<file path="src/irq_timer_consts.vh">
`ifndef IRQ_TIMER_CONSTS_VH
`define IRQ_TIMER_CONSTS_VH
// Register byte offsets (index times four)
`define IDX_TIMER_MODE    6'h06
`define REG_TIMER_MODE    {`IDX_TIMER_MODE, 2'b00}
`define REG_REQ_FLAGS     8'h00
`define REG_LINE_ENABLE   8'h04
`define REG_EDGE_SELECT   8'h08
`define REG_GLOBAL_CTRL   8'h0c
`define REG_COUNT         8'h10
`define REG_STACK_PTR     8'h14
`define REG_STATUS        8'h1c
`define REG_SAVED_AF      8'h20
// Timer mode field positions
`define SRC_HI            7
`define SRC_LO            5
`define PRE_HI            4
`define PRE_LO            3
`define TAP_HI            2
`define TAP_LO            0
// Clock source codes
`define SRC_STOP          3'h0
`define SRC_SYSTEM        3'h1
`define SRC_PIN_A4        3'h3
`define SRC_FAST_RC       3'h4
`define SRC_SLOW_RC       3'h6
`define SRC_PIN_A0        3'h7
// Request line positions and timer edge select bit
`define LINE_PIN          0
`define LINE_SIXTEEN_BIT_TIMER      2
`define TIMER_EDGE_BIT    4
// Fixed vector and stack step
`define VECTOR_ADDR       16'h0010
`define STACK_STEP        8'h02
// Reset values
`define RST_TIMER_MODE    8'h00
`define RST_EDGE_SELECT   8'h00
`define RST_STACK_PTR     8'h00
`endif

</file>
<file path="src/sixteen_bit_timer_interrupt_controller.v">
`timescale 1ns/100ps
`include "irq_timer_consts.vh"

// Contract
// - Mode bits 7:5 choose timer clock source; code zero stops counting
// - Mode bits 4:3 prescale the selected clock by 1, 4, 16 or 64
// - Mode bits 2:0 pick counter bit 8 to 15 as timer request
// - Counter is sixteen bits and counts only upward per prescaled tick
// - Store loads counter from memory; load copies count back to memory
// - Edge register bit 4 picks rising or falling tap transition
// - Timer request sets request flag bit 2
// - Six request lines: pin, sixteen_bit_timer, timer2, timer3, comparator, pwm
// - Each line has an enable; only enabled lines may be taken
// - Flags set only by hardware; writing zero clears a flag
// - Edge register selects rising, falling or both for the pin and comparator sources
// - Global enable and disable instructions gate all request lines
// - Flags still set while their line enable is clear
// - Entry pushes program counter at stack pointer, then adds two
// - Entry clears the global enable automatically
// - After entry, fetch resumes at vector 0x010
// - Return subtracts two, then pops program counter and sets global enable
// - Push stores accumulator and flags; pop restores both
// - Reading request flags shows pending sources during service
// - Comparator output raises a request and reads as status
module sixteen_bit_timer_interrupt_controller #(
  parameter LINES = 6
) (
  input  wire        aclk,           // System clock, 40 MHz
  input  wire        aresetn,        // Synchronous reset, active low
  input  wire [7:0]  s_axi_awaddr,   // Write address
  input  wire        s_axi_awvalid,  // Write address valid
  output reg         s_axi_awready,  // Write address ready
  input  wire [31:0] s_axi_wdata,    // Write data
  input  wire [3:0]  s_axi_wstrb,    // Write strobes
  input  wire        s_axi_wvalid,   // Write data valid
  output reg         s_axi_wready,   // Write data ready
  output reg  [1:0]  s_axi_bresp,    // Write response
  output reg         s_axi_bvalid,   // Write response valid
  input  wire        s_axi_bready,   // Write response ready
  input  wire [7:0]  s_axi_araddr,   // Read address
  input  wire        s_axi_arvalid,  // Read address valid
  output reg         s_axi_arready,  // Read address ready
  output reg  [31:0] s_axi_rdata,    // Read data
  output reg  [1:0]  s_axi_rresp,    // Read response
  output reg         s_axi_rvalid,   // Read data valid
  input  wire        s_axi_rready,   // Read data ready
  input  wire        pin_a0_clock,   // Pin PA0 level, async
  input  wire        pin_a4_clock,   // Pin PA4 level, async
  input  wire        fast_rc_oscillator, // Fast RC level, async
  input  wire        slow_rc_oscillator, // Slow RC level, async
  input  wire        pin_a5_level,   // Pin PA5 level, async
  input  wire        pin_select_a5,  // Use PA5 instead of PA0 for pin line
  input  wire        timer2_event,   // Timer2 request pulse
  input  wire        timer3_event,   // Timer3 request pulse
  input  wire        comparator_source, // Comparator output level
  input  wire        pwm_generator_source, // PWM group request pulse
  input  wire        boundary,       // Instruction boundary pulse from core
  input  wire        retire_return,  // Return-from-interrupt executes
  input  wire        global_on,      // Global-enable instruction
  input  wire        global_off,     // Global-disable instruction
  input  wire        store_to_timer, // Store-to-timer instruction
  input  wire        load_from_timer,// Load-from-timer instruction
  input  wire        push_af,        // Push accumulator and flags
  input  wire        pop_af,         // Pop accumulator and flags
  input  wire [15:0] mem_rdata,      // Data word read from memory
  input  wire [15:0] program_counter,// Current program counter
  input  wire [7:0]  accumulator,    // Accumulator value
  input  wire [7:0]  flag_register,  // Flag register value
  output reg         mem_we,         // Data memory write strobe
  output reg  [7:0]  mem_addr,       // Data memory address
  output reg  [15:0] mem_wdata,      // Data memory write word
  output reg         pc_load,        // Program counter load strobe
  output reg  [15:0] pc_value,       // New program counter value
  output reg         af_restore,     // Accumulator and flags restore strobe
  output reg  [15:0] af_value,       // Restored accumulator and flags
  output reg         irq_taken       // Interrupt entry pulse
);

  reg [7:0]        timer_mode_register;
  reg [LINES-1:0]  req_flags;
  reg [LINES-1:0]  line_enable_register;
  reg [7:0]        edge_select;
  reg              global_enable;
  reg [15:0]       count;
  reg [7:0]        stack_pointer;
  reg [5:0]        prescale;
  reg [2:0]        s_a0, s_a4, s_fr, s_sr, s_a5, s_cmp;
  reg              src_prev;
  reg              tap_prev;
  reg              pin_prev;
  reg              cmp_prev;
  reg              pop_pending;
  reg              pop_af_pending;
  reg [7:0]        aw_addr;
  reg [31:0]       w_data;
  reg [3:0]        w_strb;
  reg              aw_have;
  reg              w_have;
  reg [LINES-1:0]  hw_set;
  reg [LINES-1:0]  sw_clear;
  reg              src_level;
  reg              tick;
  reg              div_hit;
  reg              tap;
  reg              pin_now;
  reg              pin_edge;
  reg              cmp_edge;
  reg [31:0]       next_rdata;
  reg              rd_ok;
  wire             wr_go;
  wire [2:0]       src_code;
  wire [1:0]       pre_code;

  assign src_code = timer_mode_register[`SRC_HI:`SRC_LO];
  assign pre_code = timer_mode_register[`PRE_HI:`PRE_LO];
  assign wr_go    = aw_have && w_have && !s_axi_bvalid;

  // Three-stage synchronisers; stage 0 feeds only stage 1
  always @(posedge aclk)
  begin
    if (!aresetn)
    begin
      s_a0  <= 3'h0;
      s_a4  <= 3'h0;
      s_fr  <= 3'h0;
      s_sr  <= 3'h0;
      s_a5  <= 3'h0;
      s_cmp <= 3'h0;
    end
    else
    begin
      s_a0  <= {s_a0[1:0], pin_a0_clock};
      s_a4  <= {s_a4[1:0], pin_a4_clock};
      s_fr  <= {s_fr[1:0], fast_rc_oscillator};
      s_sr  <= {s_sr[1:0], slow_rc_oscillator};
      s_a5  <= {s_a5[1:0], pin_a5_level};
      s_cmp <= {s_cmp[1:0], comparator_source};
    end
  end

  // Source select and prescaler tick; external sources sampled on aclk,
  // so they must run well below 20 MHz to be counted faithfully
  always @*
  begin
    case (src_code)
      `SRC_PIN_A4:  src_level = s_a4[1] & s_a4[2];
      `SRC_FAST_RC: src_level = s_fr[1] & s_fr[2];
      `SRC_SLOW_RC: src_level = s_sr[1] & s_sr[2];
      `SRC_PIN_A0:  src_level = s_a0[1] & s_a0[2];
      default:      src_level = 1'b0;
    endcase
    case (src_code)
      `SRC_STOP:   tick = 1'b0;
      `SRC_SYSTEM: tick = 1'b1;
      `SRC_PIN_A4, `SRC_FAST_RC, `SRC_SLOW_RC, `SRC_PIN_A0:
        tick = (s_a0[1] == s_a0[2] || src_code != `SRC_PIN_A0) &&
               src_level && !src_prev;
      default:     tick = 1'b0;
    endcase
    case (pre_code)
      2'h0:    div_hit = 1'b1;
      2'h1:    div_hit = (prescale[1:0] == 2'h3);
      2'h2:    div_hit = (prescale[3:0] == 4'hf);
      default: div_hit = (prescale == 6'h3f);
    endcase
    tap     = count[{1'b1, timer_mode_register[`TAP_HI:`TAP_LO]}];
    pin_now = pin_select_a5 ? (s_a5[1] & s_a5[2]) : (s_a0[1] & s_a0[2]);
  end

  // Edge detection and flag set/clear terms
  always @*
  begin
    hw_set = {LINES{1'b0}};
    pin_edge = (pin_now != pin_prev) &&
               (edge_select[1:0] == 2'h0 ||
                (edge_select[1:0] == 2'h1 && pin_now) ||
                (edge_select[1:0] == 2'h2 && !pin_now));
    cmp_edge = (s_cmp[2] != cmp_prev) &&
               (edge_select[7:6] == 2'h0 ||
                (edge_select[7:6] == 2'h1 && s_cmp[2]) ||
                (edge_select[7:6] == 2'h2 && !s_cmp[2]));
    hw_set[`LINE_PIN]     = pin_edge;
    hw_set[1]             = timer2_event;
    hw_set[`LINE_SIXTEEN_BIT_TIMER] = (tap != tap_prev) &&
      (edge_select[`TIMER_EDGE_BIT] ? !tap : tap);
    hw_set[3]             = timer3_event;
    hw_set[4]             = cmp_edge;
    hw_set[5]             = pwm_generator_source;
    sw_clear = {LINES{1'b0}};
    if (wr_go && aw_addr == `REG_REQ_FLAGS && w_strb[0])
      sw_clear = ~w_data[LINES-1:0];
  end

  // Per-line flags: hardware set wins over software clear
  genvar i;
  generate
    for (i = 0; i < LINES; i = i + 1)
    begin : g_flag
      always @(posedge aclk)
      begin
        if (!aresetn)
          req_flags[i] <= 1'b0;
        else if (hw_set[i])
          req_flags[i] <= 1'b1;
        else if (sw_clear[i])
          req_flags[i] <= 1'b0;
      end
    end
  endgenerate

  // Timer counter, prescaler and edge history
  always @(posedge aclk)
  begin
    if (!aresetn)
    begin
      count    <= 16'h0000;
      prescale <= 6'h00;
      src_prev <= 1'b0;
      tap_prev <= 1'b0;
      pin_prev <= 1'b0;
      cmp_prev <= 1'b0;
    end
    else
    begin
      src_prev <= src_level;
      tap_prev <= tap;
      pin_prev <= pin_now;
      cmp_prev <= s_cmp[2];
      if (tick)
        prescale <= prescale + 6'h01;
      if (store_to_timer)
        count <= mem_rdata;
      else if (tick && div_hit)
        count <= count + 16'h0001;
    end
  end

  // Core sequencing: entry, return, push/pop, timer load to memory
  always @(posedge aclk)
  begin
    if (!aresetn)
    begin
      global_enable  <= 1'b0;
      stack_pointer  <= `RST_STACK_PTR;
      mem_we         <= 1'b0;
      mem_addr       <= 8'h00;
      mem_wdata      <= 16'h0000;
      pc_load        <= 1'b0;
      pc_value       <= 16'h0000;
      af_restore     <= 1'b0;
      af_value       <= 16'h0000;
      irq_taken      <= 1'b0;
      pop_pending    <= 1'b0;
      pop_af_pending <= 1'b0;
    end
    else
    begin
      mem_we     <= 1'b0;
      pc_load    <= 1'b0;
      af_restore <= 1'b0;
      irq_taken  <= 1'b0;
      pop_pending    <= 1'b0;
      pop_af_pending <= 1'b0;
      if (pop_pending)
      begin
        pc_value      <= mem_rdata;
        pc_load       <= 1'b1;
        global_enable <= 1'b1;
      end
      else if (pop_af_pending)
      begin
        af_value   <= mem_rdata;
        af_restore <= 1'b1;
      end
      else if (boundary && global_enable &&
               |(req_flags & line_enable_register))
      begin
        mem_addr      <= stack_pointer;
        mem_wdata     <= program_counter;
        mem_we        <= 1'b1;
        stack_pointer <= stack_pointer + `STACK_STEP;
        global_enable <= 1'b0;
        pc_value      <= `VECTOR_ADDR;
        pc_load       <= 1'b1;
        irq_taken     <= 1'b1;
      end
      else if (retire_return)
      begin
        mem_addr      <= stack_pointer - `STACK_STEP;
        stack_pointer <= stack_pointer - `STACK_STEP;
        pop_pending   <= 1'b1;
      end
      else if (push_af)
      begin
        mem_addr      <= stack_pointer;
        mem_wdata     <= {flag_register, accumulator};
        mem_we        <= 1'b1;
        stack_pointer <= stack_pointer + `STACK_STEP;
      end
      else if (pop_af)
      begin
        mem_addr       <= stack_pointer - `STACK_STEP;
        stack_pointer  <= stack_pointer - `STACK_STEP;
        pop_af_pending <= 1'b1;
      end
      else if (load_from_timer)
      begin
        mem_wdata <= count;
        mem_we    <= 1'b1;
      end
      else if (global_on)
        global_enable <= 1'b1;
      else if (global_off)
        global_enable <= 1'b0;
      if (wr_go && aw_addr == `REG_STACK_PTR && w_strb[0])
        stack_pointer <= w_data[7:0];
      if (wr_go && aw_addr == `REG_GLOBAL_CTRL && w_strb[0])
        global_enable <= w_data[0];
    end
  end

  // AXI write channel: address and data taken in either order
  always @(posedge aclk)
  begin
    if (!aresetn)
    begin
      s_axi_awready <= 1'b0;
      s_axi_wready  <= 1'b0;
      s_axi_bvalid  <= 1'b0;
      s_axi_bresp   <= 2'h0;
      aw_have       <= 1'b0;
      w_have        <= 1'b0;
      aw_addr       <= 8'h00;
      w_data        <= 32'h00000000;
      w_strb        <= 4'h0;
      timer_mode_register  <= `RST_TIMER_MODE;
      line_enable_register <= {LINES{1'b0}};
      edge_select          <= `RST_EDGE_SELECT;
    end
    else
    begin
      s_axi_awready <= !aw_have && !s_axi_awready && s_axi_awvalid;
      s_axi_wready  <= !w_have && !s_axi_wready && s_axi_wvalid;
      if (s_axi_awvalid && s_axi_awready)
      begin
        aw_addr <= s_axi_awaddr;
        aw_have <= 1'b1;
      end
      if (s_axi_wvalid && s_axi_wready)
      begin
        w_data <= s_axi_wdata;
        w_strb <= s_axi_wstrb; // Strobes belong to the data beat
        w_have <= 1'b1;
      end
      if (wr_go)
      begin
        aw_have      <= 1'b0;
        w_have       <= 1'b0;
        s_axi_bvalid <= 1'b1;
        s_axi_bresp  <= 2'h0;
        case (aw_addr)
          `REG_TIMER_MODE:
            if (w_strb[0]) timer_mode_register <= w_data[7:0];
          `REG_LINE_ENABLE:
            if (w_strb[0]) line_enable_register <= w_data[LINES-1:0];
          `REG_EDGE_SELECT:
            if (w_strb[0]) edge_select <= w_data[7:0];
          `REG_REQ_FLAGS, `REG_STACK_PTR, `REG_GLOBAL_CTRL: ;
          default: s_axi_bresp <= 2'h2;
        endcase
      end
      else if (s_axi_bvalid && s_axi_bready)
        s_axi_bvalid <= 1'b0;
    end
  end

  // Read decode; unmapped addresses answer SLVERR with zero data
  always @*
  begin
    rd_ok = 1'b1;
    case (s_axi_araddr)
      `REG_TIMER_MODE:  next_rdata = {24'h0, timer_mode_register};
      `REG_REQ_FLAGS:   next_rdata = {26'h0, req_flags};
      `REG_LINE_ENABLE: next_rdata = {26'h0, line_enable_register};
      `REG_EDGE_SELECT: next_rdata = {24'h0, edge_select};
      `REG_GLOBAL_CTRL: next_rdata = {31'h0, global_enable};
      `REG_COUNT:       next_rdata = {16'h0, count};
      `REG_STACK_PTR:   next_rdata = {24'h0, stack_pointer};
      `REG_STATUS:      next_rdata = {31'h0, s_cmp[2]};
      `REG_SAVED_AF:    next_rdata = {16'h0, af_value};
      default:
      begin
        next_rdata = 32'h00000000;
        rd_ok      = 1'b0;
      end
    endcase
  end

  // AXI read channel: one read at a time, answer one cycle after address
  always @(posedge aclk)
  begin
    if (!aresetn)
    begin
      s_axi_arready <= 1'b0;
      s_axi_rvalid  <= 1'b0;
      s_axi_rdata   <= 32'h00000000;
      s_axi_rresp   <= 2'h0;
    end
    else
    begin
      s_axi_arready <= !s_axi_arready && !s_axi_rvalid && s_axi_arvalid;
      if (s_axi_arvalid && s_axi_arready)
      begin
        s_axi_rvalid <= 1'b1;
        s_axi_rdata  <= next_rdata;
        s_axi_rresp  <= rd_ok ? 2'h0 : 2'h2;
      end
      else if (s_axi_rvalid && s_axi_rready)
        s_axi_rvalid <= 1'b0;
    end
  end

endmodule // sixteen_bit_timer_interrupt_controller

</file>
<file path="config.mk">
export PLATFORM = sky130hd
export DESIGN_NAME = sixteen_bit_timer_interrupt_controller
export DESIGN_NICKNAME = d
export VERILOG_FILES = /design/src/sixteen_bit_timer_interrupt_controller.v
export VERILOG_INCLUDE_DIRS = /design/src
export SDC_FILE = /design/constraint.sdc
export NUM_CORES = 1
export LEC_CHECK = 0
export BUFFER_PORTS_ARGS = -buffer_cell sky130_fd_sc_hd__buf_2
export CAP_MARGIN = 10
export CORE_MARGIN = 4
export CORE_UTILIZATION = 25
export CTS_BUF_LIST = sky130_fd_sc_hd__clkbuf_8 sky130_fd_sc_hd__clkbuf_16
export CTS_CLUSTER_SIZE = 20
export DETAILED_ROUTE_END_ITERATION = 12
export GPL_ROUTABILITY_DRIVEN = 0
export PLACE_DENSITY_LB_ADDON = 0.05
export SYNTH_ARGS = -nofsm -noshare
export SYNTH_HDL_FRONTEND = slang
export SYNTH_SLANG_ARGS = --single-unit
</file>
<file path="constraint.sdc">
create_clock -name aclk -period 1.86 [get_ports aclk]
set_input_delay 0.093 -clock aclk [delete_from_list [all_inputs] [get_ports aclk]]
set_output_delay 0.093 -clock aclk [all_outputs]
set_load 0.05 [all_outputs]
</file>
; ---- Word-level counts from Yosys, hierarchy flattened
; Index checks and enable logic that the tools add are counted.
[op_classes]
reduce_logical = 84
n_lt_le_gt_ge = 1
n_bitwise = 10
muxes = 69
addsub = 4
n_eq_ne = 42
[ops]
columns = operator, count
row1 = 16-bit two-way mux, 10
row2 = 16-bit case mux with 9 select lines, 1
row3 = 8-bit two-way mux, 10
row4 = 8-bit by 5-bit == test with 1-bit output (second input constant), 6
row5 = 1-bit two-way mux, 41
row6 = 8-bit by 4-bit == test with 1-bit output (second input constant), 4
row7 = 1-bit logical AND, 31
row8 = 2-bit nonzero test, 10
row9 = 6-bit OR reduction, 3
row10 = 16-bit by 1-bit adder with 16-bit output (second input constant), 1
row11 = 8-bit by 3-bit == test with 1-bit output (second input constant), 2
row12 = 8-bit logical NOT, 2
row13 = 4-bit by 1-bit inequality test with 1-bit output (second input constant), 4
row14 = 3-bit AND reduction, 5
row15 = 1-bit logical NOT, 11
row16 = 5-bit nonzero test, 2
row17 = 3-bit == test (second input constant), 3
row18 = 9-bit OR reduction, 1
row19 = 8-bit by 2-bit adder with 8-bit output (second input constant), 1
row20 = 2-bit == test (second input constant), 4
row21 = 8-bit by 6-bit == test with 1-bit output (second input constant), 1
row22 = 4-bit OR reduction, 2
row23 = 8-bit by 2-bit subtractor with 8-bit output (second input constant), 1
row24 = 6-bit by 1-bit adder with 6-bit output (second input constant), 1
row25 = 31 further kinds, 53
[totals]
register_bits = 203
input_bits = 125
elab_cells = 256
out_inout_bits = 101

; ---- Logic depth before layout (Yosys ltp)
; Gate-level depths: netlist of the first run.
[logic_depth]
word_depth = 10
depth_mapped = 8
mapped_depth_nobuf = 7

; ---- Least setup slack after synthesis of the first run
; No wires, ideal clock.
[synth_timing]
kind = register to register
from = reg s_axi_bvalid
to = reg edge_select[7]
setup_slack_ps = -210
setup_ps = 128
n_path_buf = 2
path_stages_with_launch = 9
synth_period_minus_slack_ps = 2070
t_required_ps = 1732
t_arrival_ps = 1942
cell_sequence = dfxtp_1 > and3b_1 > and4_1 > nor2b_1 > buf_2 > nand3b_1 > buf_2 > mux2i_1 > nor2_1
[synth_between]
elab_chain_len = 3
[synth_rtl]
columns = item, line
row1 = "start, declared", sixteen_bit_timer_interrupt_controller.v:38  ; output reg s_axi_bvalid,
row2 = "start signal, assigned", sixteen_bit_timer_interrupt_controller.v:329  ; s_axi_bvalid <= 1'b0;
row3 = "start signal, assigned", sixteen_bit_timer_interrupt_controller.v:359  ; s_axi_bvalid <= 1'b1;
row4 = "start signal, assigned", sixteen_bit_timer_interrupt_controller.v:373  ; s_axi_bvalid <= 1'b0;
row5 = 1-bit logical NOT, sixteen_bit_timer_interrupt_controller.v:116  ; assign wr_go = aw_have && w_have && !s_axi_bvalid;
row6 = 1-bit logical AND, sixteen_bit_timer_interrupt_controller.v:116
row7 = 3-bit AND reduction (no source line), n/a
row8 = "end signal, assigned", sixteen_bit_timer_interrupt_controller.v:338  ; edge_select <= `RST_EDGE_SELECT;
row9 = "end signal, assigned", sixteen_bit_timer_interrupt_controller.v:367  ; if (w_strb[0]) edge_select <= w_data[7:0];
row10 = "end, declared", sixteen_bit_timer_interrupt_controller.v:82  ; reg [7:0] edge_select;
; Every way passes these cells.
; A chain may end at the register's enable or synchronous reset.

; ---- Worst setup path after layout of the first run
[layout_timing]
from = reg line_enable_register[4]
to = reg stack_pointer[6]
[layout_between]
elab_chain_len = 7
word_cells_on_any_way = 9
cone_classes = 4 x mux / 1 x bitwise / 4 x reduce/logical
[layout_rtl]
columns = item, line
row1 = "start, declared", sixteen_bit_timer_interrupt_controller.v:81  ; reg [LINES-1:0] line_enable_register;
row2 = "start signal, assigned", sixteen_bit_timer_interrupt_controller.v:337  ; line_enable_register <= {LINES{1'b0}};
row3 = "start signal, assigned", sixteen_bit_timer_interrupt_controller.v:365  ; if (w_strb[0]) line_enable_register <= w_data[LINES-1:0];
row4 = 6-bit bitwise AND (*), sixteen_bit_timer_interrupt_controller.v:276  ; |(req_flags & line_enable_register))
row5 = 6-bit OR reduction (*), sixteen_bit_timer_interrupt_controller.v:276
row6 = 1-bit logical AND (*), sixteen_bit_timer_interrupt_controller.v:275  ; else if (boundary && global_enable &&
row7 = 8-bit two-way mux, sixteen_bit_timer_interrupt_controller.v:275
row8 = 8-bit two-way mux, sixteen_bit_timer_interrupt_controller.v:270  ; else if (pop_af_pending)
row9 = 8-bit two-way mux, sixteen_bit_timer_interrupt_controller.v:264  ; if (pop_pending)
row10 = 8-bit two-way mux, sixteen_bit_timer_interrupt_controller.v:315  ; if (wr_go && aw_addr == `REG_STACK_PTR && w_strb[0])
row11 = "end signal, assigned", sixteen_bit_timer_interrupt_controller.v:281  ; stack_pointer <= stack_pointer + `STACK_STEP;
row12 = "end signal, assigned", sixteen_bit_timer_interrupt_controller.v:290  ; stack_pointer <= stack_pointer - `STACK_STEP;
row13 = "end signal, assigned", sixteen_bit_timer_interrupt_controller.v:316  ; stack_pointer <= w_data[7:0];
row14 = "end, declared", sixteen_bit_timer_interrupt_controller.v:85  ; reg [7:0] stack_pointer;
; Mark *: on every way between the ends. The rest lies on a longest branch, timed or not. The select of a mux whose other input is x is not followed.

==> flow_summary.toml, run 1 <==
[timing]
period_needed_ns = 1.95
rsz0062_at_grt = "true"
hold_violations = 0
setup_tns_ns = -0.708
skew_ns = 0.0129
setup_viol = 27
fmax_mhz = 513
tightest_slew_ns = 0.573
slew_headroom_pct = 61.7
finalCritPeriodShare_pct = 105
fin_ws_ns = -0.0878
drv_slew = 0

[power_and_ir_drop]
power_leakage_uw = 0.00498
peakVddDrop_mv = 0.641
p_per_area_mw_per_mm2 = 816

[placed_design]
hpwl_um = 23000
preCtsSetupSlack_ns = -0.129
port_buffers = 180

[grt]
antenna_found_initial = 0
grt_pass1_wl_um = 48400
grt_overflow = 0
grtUsageTotal_pct = 17.4
grt_pass1_vias = 7862
grt_max_degree = 97

[route]
drcViolationCount = 0
drt-initial-drc-count = 433
drtPass1Iterations = 5
ant_nets = 0
via_per_inst = 4.64
vias = 8078
wl_per_cell_um = 18.5
routed_wl_um = 32200

[clocking]
h-tree-depth = 4
cts_tree = "done"
cts-root-buf = "clkbuf_16"
clock_path_buffers = 2
cts_buffers = 17
path_clk_slew_ns = 0.07
cts.sinks = 185
clk_latency_ns = 0.45

[synth]
synth_cell_types = 65
yosysMostFrequentCell = "dfxtp_1"
ys_warn_count = 0
ys_ff_latch = 185
syn_inst = 976
synth_ff_type = "dfxtp_1"
synth.top_cell.area_share_pct = 44.7
synth_commonest_cells = "dfxtp_1 (185), nand2_1 (135), a21oi_1 (115)"
ys_seq_area_share_pct = 44.7
synth_edf_count = 0
synthArstFlopShare_pct = 0
synth.area.top_cells = "dfxtp_1 (45%), a21oi_1 (7.0%), nand2_1 (6.1%), mux2i_1 (5.0%), nor2_1 (3.8%)"
synth_area_mm2 = 0.00828
synth.avg_cell_area_um2 = 8.48
yosysTopAreaCell = "dfxtp_1"

[floorplanning]
io_pins = 226
die_h_um = 190
num_rows = 66
core-area_mm2 = 0.0326
initial_core_util_pct = 25.4
die_w_um = 190
dieArea_mm2 = 0.0361

[layout]
antenna_cells = 0
synthToLayoutAreaGrowth_pct = 46.2
nets = 1418
num-fill-cells = 3403
final_util_pct = 37.1
drive_gt1_share_pct = 30.2

[setup_path]
r2r_setup_slack_ns = -0.09
worst_r2r_path_depth = 8
crit_path_end_kind = "flop"
crit_type = "reg -> reg"
arrival_ns = 2.32
cp_max_fo = 6
rr_endpoint = "stack_pointer[6]"
cp.required_ns = 2.23
regToRegStartpoint = "line_enable_register[4]"
startpoint_type = "flop"

[min_path]
whs_path_depth = 3
whs_endpoint = "global_enable"
worstHoldStart = "global_on"
min_path_type = "in -> reg"

[outcome]
outcome = "finished with violations"
violations = "setup timing"

[flow_run]
drv_cap = 0
-- placed cells by master, fill, tap and decap left out, drive strengths merged, types with 3 or more instances in the layout --
| cell type | netlist | routed |
|---|---|---|
| buf | 35 | 281 |
| dfxtp | 185 | 185 |
| nand2 | 135 | 135 |
| a21oi | 115 | 115 |
| nor2 | 84 | 84 |
| dlygate4sd3 | 0 | 76 |
| o21ai | 51 | 51 |
| mux2i | 41 | 41 |
| nand3 | 39 | 39 |
| a22oi | 29 | 29 |
| xnor2 | 25 | 25 |
| and2 | 23 | 23 |
| clkbuf | 48 | 22 |
| o211ai | 19 | 19 |
| conb | 1 | 18 |
| inv | 15 | 18 |
| nor3 | 12 | 12 |
| nor4 | 10 | 10 |
| a31oi | 7 | 7 |
| nor4b | 7 | 7 |
| nor2b | 6 | 6 |
| nand4 | 6 | 6 |
| nand3b | 6 | 6 |
| nand2b | 6 | 6 |
| a211oi | 6 | 6 |
| or3 | 5 | 5 |
| nor3b | 5 | 5 |
| mux2 | 5 | 5 |
| xor2 | 5 | 5 |
| ha | 5 | 5 |
| and3 | 3 | 3 |
| a32oi | 3 | 3 |
| a21o | 3 | 3 |
| clkinvlp | 0 | 3 |
| clkinv | 0 | 3 |
-- repair_timing --
action	in CTS	in global routing
setup endpoints to repair	22	46
gates cloned	1	1
hold endpoints to repair	91	0
resized for setup	23	73
pin swaps	15	61
hold buffers	76	0
setup buffers	5	12
-- worst max-delay path: stages, from the launching register on --
cell and delay [ns]:
dfxtp_2 0.32, a22oi_2 0.23, a31oi_1 0.14, buf_4 0.18, o41a_1 0.40, buf_12 0.15
buf_12 0.12, a21bo_2 0.18, a31oi_1 0.14
-- layout make-up --
type | count | area [um2] | area share, %
multi-input cells | 710 | 4550 | 37.6
flip-flops and latches | 185 | 3710 | 30.7
repair buffers | 359 | 2630 | 21.7
well taps | 442 | 553 | 4.57
clock buffers | 20 | 478 | 3.95
clock inverters | 11 | 121 | 1.00
inverters | 15 | 58.8 | 0.486
-- logic make-up (layout without fill, tap and decap cells) --
kind of cell	after synthesis	count (layout)	share of synthesized area [%]
compound gates	258	258	19.1
xor+xnor	30	30	3.17
fa+ha+maj	5	5	0.756
buf+inv	98	405	5.55
flops	185	185	44.7
mux	48	48	6.18
other cells	1	18	0.0453
simple gates	351	351	20.5
-- per-stage QoR --
stage               power, uW  std cells  hold slack [ns]  cell area (um2)
detailed placement       5950       1621            0.304            10200
CTS                      9910       1729           0.0349            11700
global route            10400       1742            0.103            12100
finish                   9880       1742           0.0579            12100
floorplan                5360        993            0.211             8360
global placement         5950       1621            0.298            10200
-- metal layers --
metal,global-route usage [%],share of wire (%)
met1,27.0,52
met2,24.9,42
met3,3.10,4.3
met4,3.81,0.93
met5,0,0
-- flip-flops by register name, summed over array words and instances (netlist names), 8 cells and up --
register             count
mem_addr                 8
w_data                   8
af_value                16
edge_select              8
s_axi_rdata             16
count                   16
pc_value                16
stack_pointer            8
aw_addr                  8
mem_wdata               16
timer_mode_register      8
-- worst max path at each step --
stage	from	end	slack, ns	depth (start not counted)
after floorplan	s_a0[1]	count[14]	-0.01	8
after global placement	s_a0[1]	prescale[5]	-0.15	9
after detailed placement	s_a0[1]	count[5]	-0.13	8
after CTS	s_a0[1]	count[0]	-0.13	9
after global routing	s_a0[2]	count[9]	-0.17	8
final	line_enable_register[4]	stack_pointer[6]	-0.09	8
-- power breakdown --
| group | internal [uW] | total (uW) | switching [uW] | leakage (uW) |
|---|---|---|---|---|
| sequential | 4140 | 4320 | 178 | 0.00151 |
| clock | 2120 | 3800 | 1680 | 0.000292 |
| combinational | 703 | 1760 | 1060 | 0.00318 |
| total | 6970 | 9880 | 2910 | 0.00498 |
Note: power is estimated with default switching activity, not from simulation.
==> run 2, diff against run 1 <==
--- a/config.mk
+++ b/config.mk
@@ -15,6 +15,7 @@
 export DETAILED_ROUTE_END_ITERATION = 12
 export GPL_ROUTABILITY_DRIVEN = 0
 export PLACE_DENSITY_LB_ADDON = 0.05
+export SETUP_SLACK_MARGIN = 0.5
 export SYNTH_ARGS = -nofsm -noshare
 export SYNTH_HDL_FRONTEND = slang
 export SYNTH_SLANG_ARGS = --single-unit
==> run 2 against run 1 <==
Effect of this change:
- critical path depth rose by 1
- highest routed layer is now met5
- clock power fell by 5.3%
- register-to-register slack improved by 0.02 ns
- critical endpoint is now count[3]
- utilization is 3.9 points higher
- clock skew is 0.0027 ns lower
- the run still ends with setup timing left
- via count is 1.7% higher
==> flow_summary.toml, run 2 (synthesized netlist as in run 1, its figures left out) <==
[timing]
rsz0062_at_grt = "true"
tightest_slew_ns = 0.588
setup_viol = 5
slew_headroom_pct = 60.4
drv_slew = 0
skew_ns = 0.0102
fin_ws_ns = -0.0692
setup_tns_ns = -0.257
finalCritPeriodShare_pct = 104
hold_violations = 0
period_needed_ns = 1.93
fmax_mhz = 518

[setup_path]
cp_max_fo = 5
arrival_ns = 2.26
worst_path_largest_cell_delay_ns = 0.34
startpoint_type = "flop"
r2r_setup_slack_ns = -0.07
rr_endpoint = "count[3]"
crit_family = "compound AO/OA/AOI/OAI gates"
crit_type = "reg -> reg"
critPathSlowestCell = "dfxtp_2"
regToRegStartpoint = "s_a0[1]"
crit_buf_inv = 2
crit_chain = "ha_4, and2_4, a2111oi_4, a211oi_4, buf_6, buf_16, nor4b_4, xnor2_1, a21oi_1"
crit_start = "s_a0[1]"
worst_r2r_path_depth = 9
path_depth = 9
cp.required_ns = 2.19
crit_path_end_kind = "flop"

[grt]
antenna_found_initial = 1
grt_pass1_vias = 8142
grt_pass1_wl_um = 49200
grtUsageTotal_pct = 17.6
grt_max_degree = 50
grt_overflow = 0

[power_and_ir_drop]
p_sw_uw = 3110
power_leakage_uw = 0.00531
p_sw_share_pct = 31.3
clock_power_share_pct = 36.3
peakVddDrop_mv = 0.639
power_frac_seq_pct = 44.2
p_per_area_mw_per_mm2 = 743
p_total_uw = 9930
power_frac_comb_pct = 19.5
internal-power_uw = 6820

[route]
routed_wl_um = 32900
drtPass1Iterations = 4
drcViolationCount = 0
wl_per_cell_um = 18.6
drt-initial-drc-count = 345
ant_nets = 0
vias = 8219
via_per_inst = 4.65

[layout]
antenna_cells = 0
final_cell_mix = "buf_2 (180), dfxtp_1 (149), nand2_1 (105)"
final_common_cell = "buf_2"
num-fill-cells = 3259
nets = 1445
drive_gt1_share_pct = 43.6
final_util_pct = 41.0
multi_input_area_mm2 = 0.00544
fin_cells = 1769
synthToLayoutAreaGrowth_pct = 61.4
seq_area_mm2 = 0.00377

[clocking]
cts-root-buf = "clkbuf_16"
cts_buffers = 17
path_clk_slew_ns = 0.07
cts_tree = "done"
clk_latency_ns = 0.45
cts.sinks = 185
clock_path_buffers = 2
h-tree-depth = 4

[floorplanning]
initial_core_util_pct = 25.4
die_h_um = 190
io_pins = 226
dieArea_mm2 = 0.0361
core-area_mm2 = 0.0326
die_w_um = 190
num_rows = 66

[min_path]
whs_path_depth = 3
whs_endpoint = "pin_prev"
worstHoldStart = "pin_select_a5"
min_path_type = "in -> reg"

[placed_design]
hpwl_um = 23300
preCtsSetupSlack_ns = -0.210
numPlacedInstances = 1630
port_buffers = 180

[flow_run]
drv_cap = 0

[outcome]
outcome = "finished with violations"
violations = "setup timing"
[run 2: changes by cell type in the layout (fill, tap and decap cells not counted), moves of 9 or more]
cell,previous run,this run
dfxtp_2,6,28
nand2_1,128,105
a22oi_2,3,19
a21oi_1,102,76
a21oi_2,13,36
nor2_1,79,70
o21ai_0,45,28
a22oi_1,26,10
nand2_4,4,20
buf_6,6,25
dfxtp_1,178,149
[run 2: what timing repair did]
item	in CTS	in global routing
endpoints found under the hold margin	89	0
pin swaps	76	77
hold buffers	76	0
gates resized for setup	181	126
setup buffers	16	11
cloned	2	3
setup endpoints to repair	133	136
[run 2: worst max path at each step]
stage | to | slack [ns]
after floorplan | prescale[3] | 0.12
after global placement | mem_wdata[3] | -0.21
after detailed placement | mem_wdata[2] | -0.21
after CTS | count[3] | -0.08
after global routing | count[5] | -0.14
final | count[3] | -0.07
[run 2: through the flow]
stage	hold WS, ns	instance area, um2
after detailed placement	0.301	10400
after CTS	0.00743	12600
after global placement	0.298	10400
final	0.00438	13400
after floorplan	0.211	8680
after global routing	0.0447	13400
[run 2: worst min-delay path, delay by kind of cell]
kind	cells	cell delay, ns
buffers and inverters	1	0.11
AND/OR/NAND/NOR	1	0.08
AO/OA/AOI/OAI	1	0.13
[run 2: power by group through the flow]
| stage | registers (uW) | clock network (uW) | logic, uW |
|---|---|---|---|
| 6_report | 4390 | 3600 | 1940 |
| 3_5_place_dp | 4430 | 0 | 1550 |
| 2_1_floorplan | 4620 | 0 | 798 |
| 4_1_cts | 4360 | 3730 | 1820 |
| 5_1_grt | 4410 | 3890 | 2070 |
| 3_3_place_gp | 4430 | 0 | 1550 |
[run 2: layer usage]
metal  up-vias  track usage [%]  wire length (um)
li1       4071                -                 -
met1      3951             26.3             16800
met2       167             25.9             14100
met3        28             3.58              1460
met4         2             4.15               418
met5         -                0                11
[run 2: final cells by class]
type / count / area share, %
multi-input cells: 710 / 40.7
clock inverters: 13 / 0.890
inverters: 15 / 0.440
repair buffers: 386 / 22.3
well taps: 442 / 4.14
clock buffers: 18 / 3.29
flip-flops and latches: 185 / 28.2
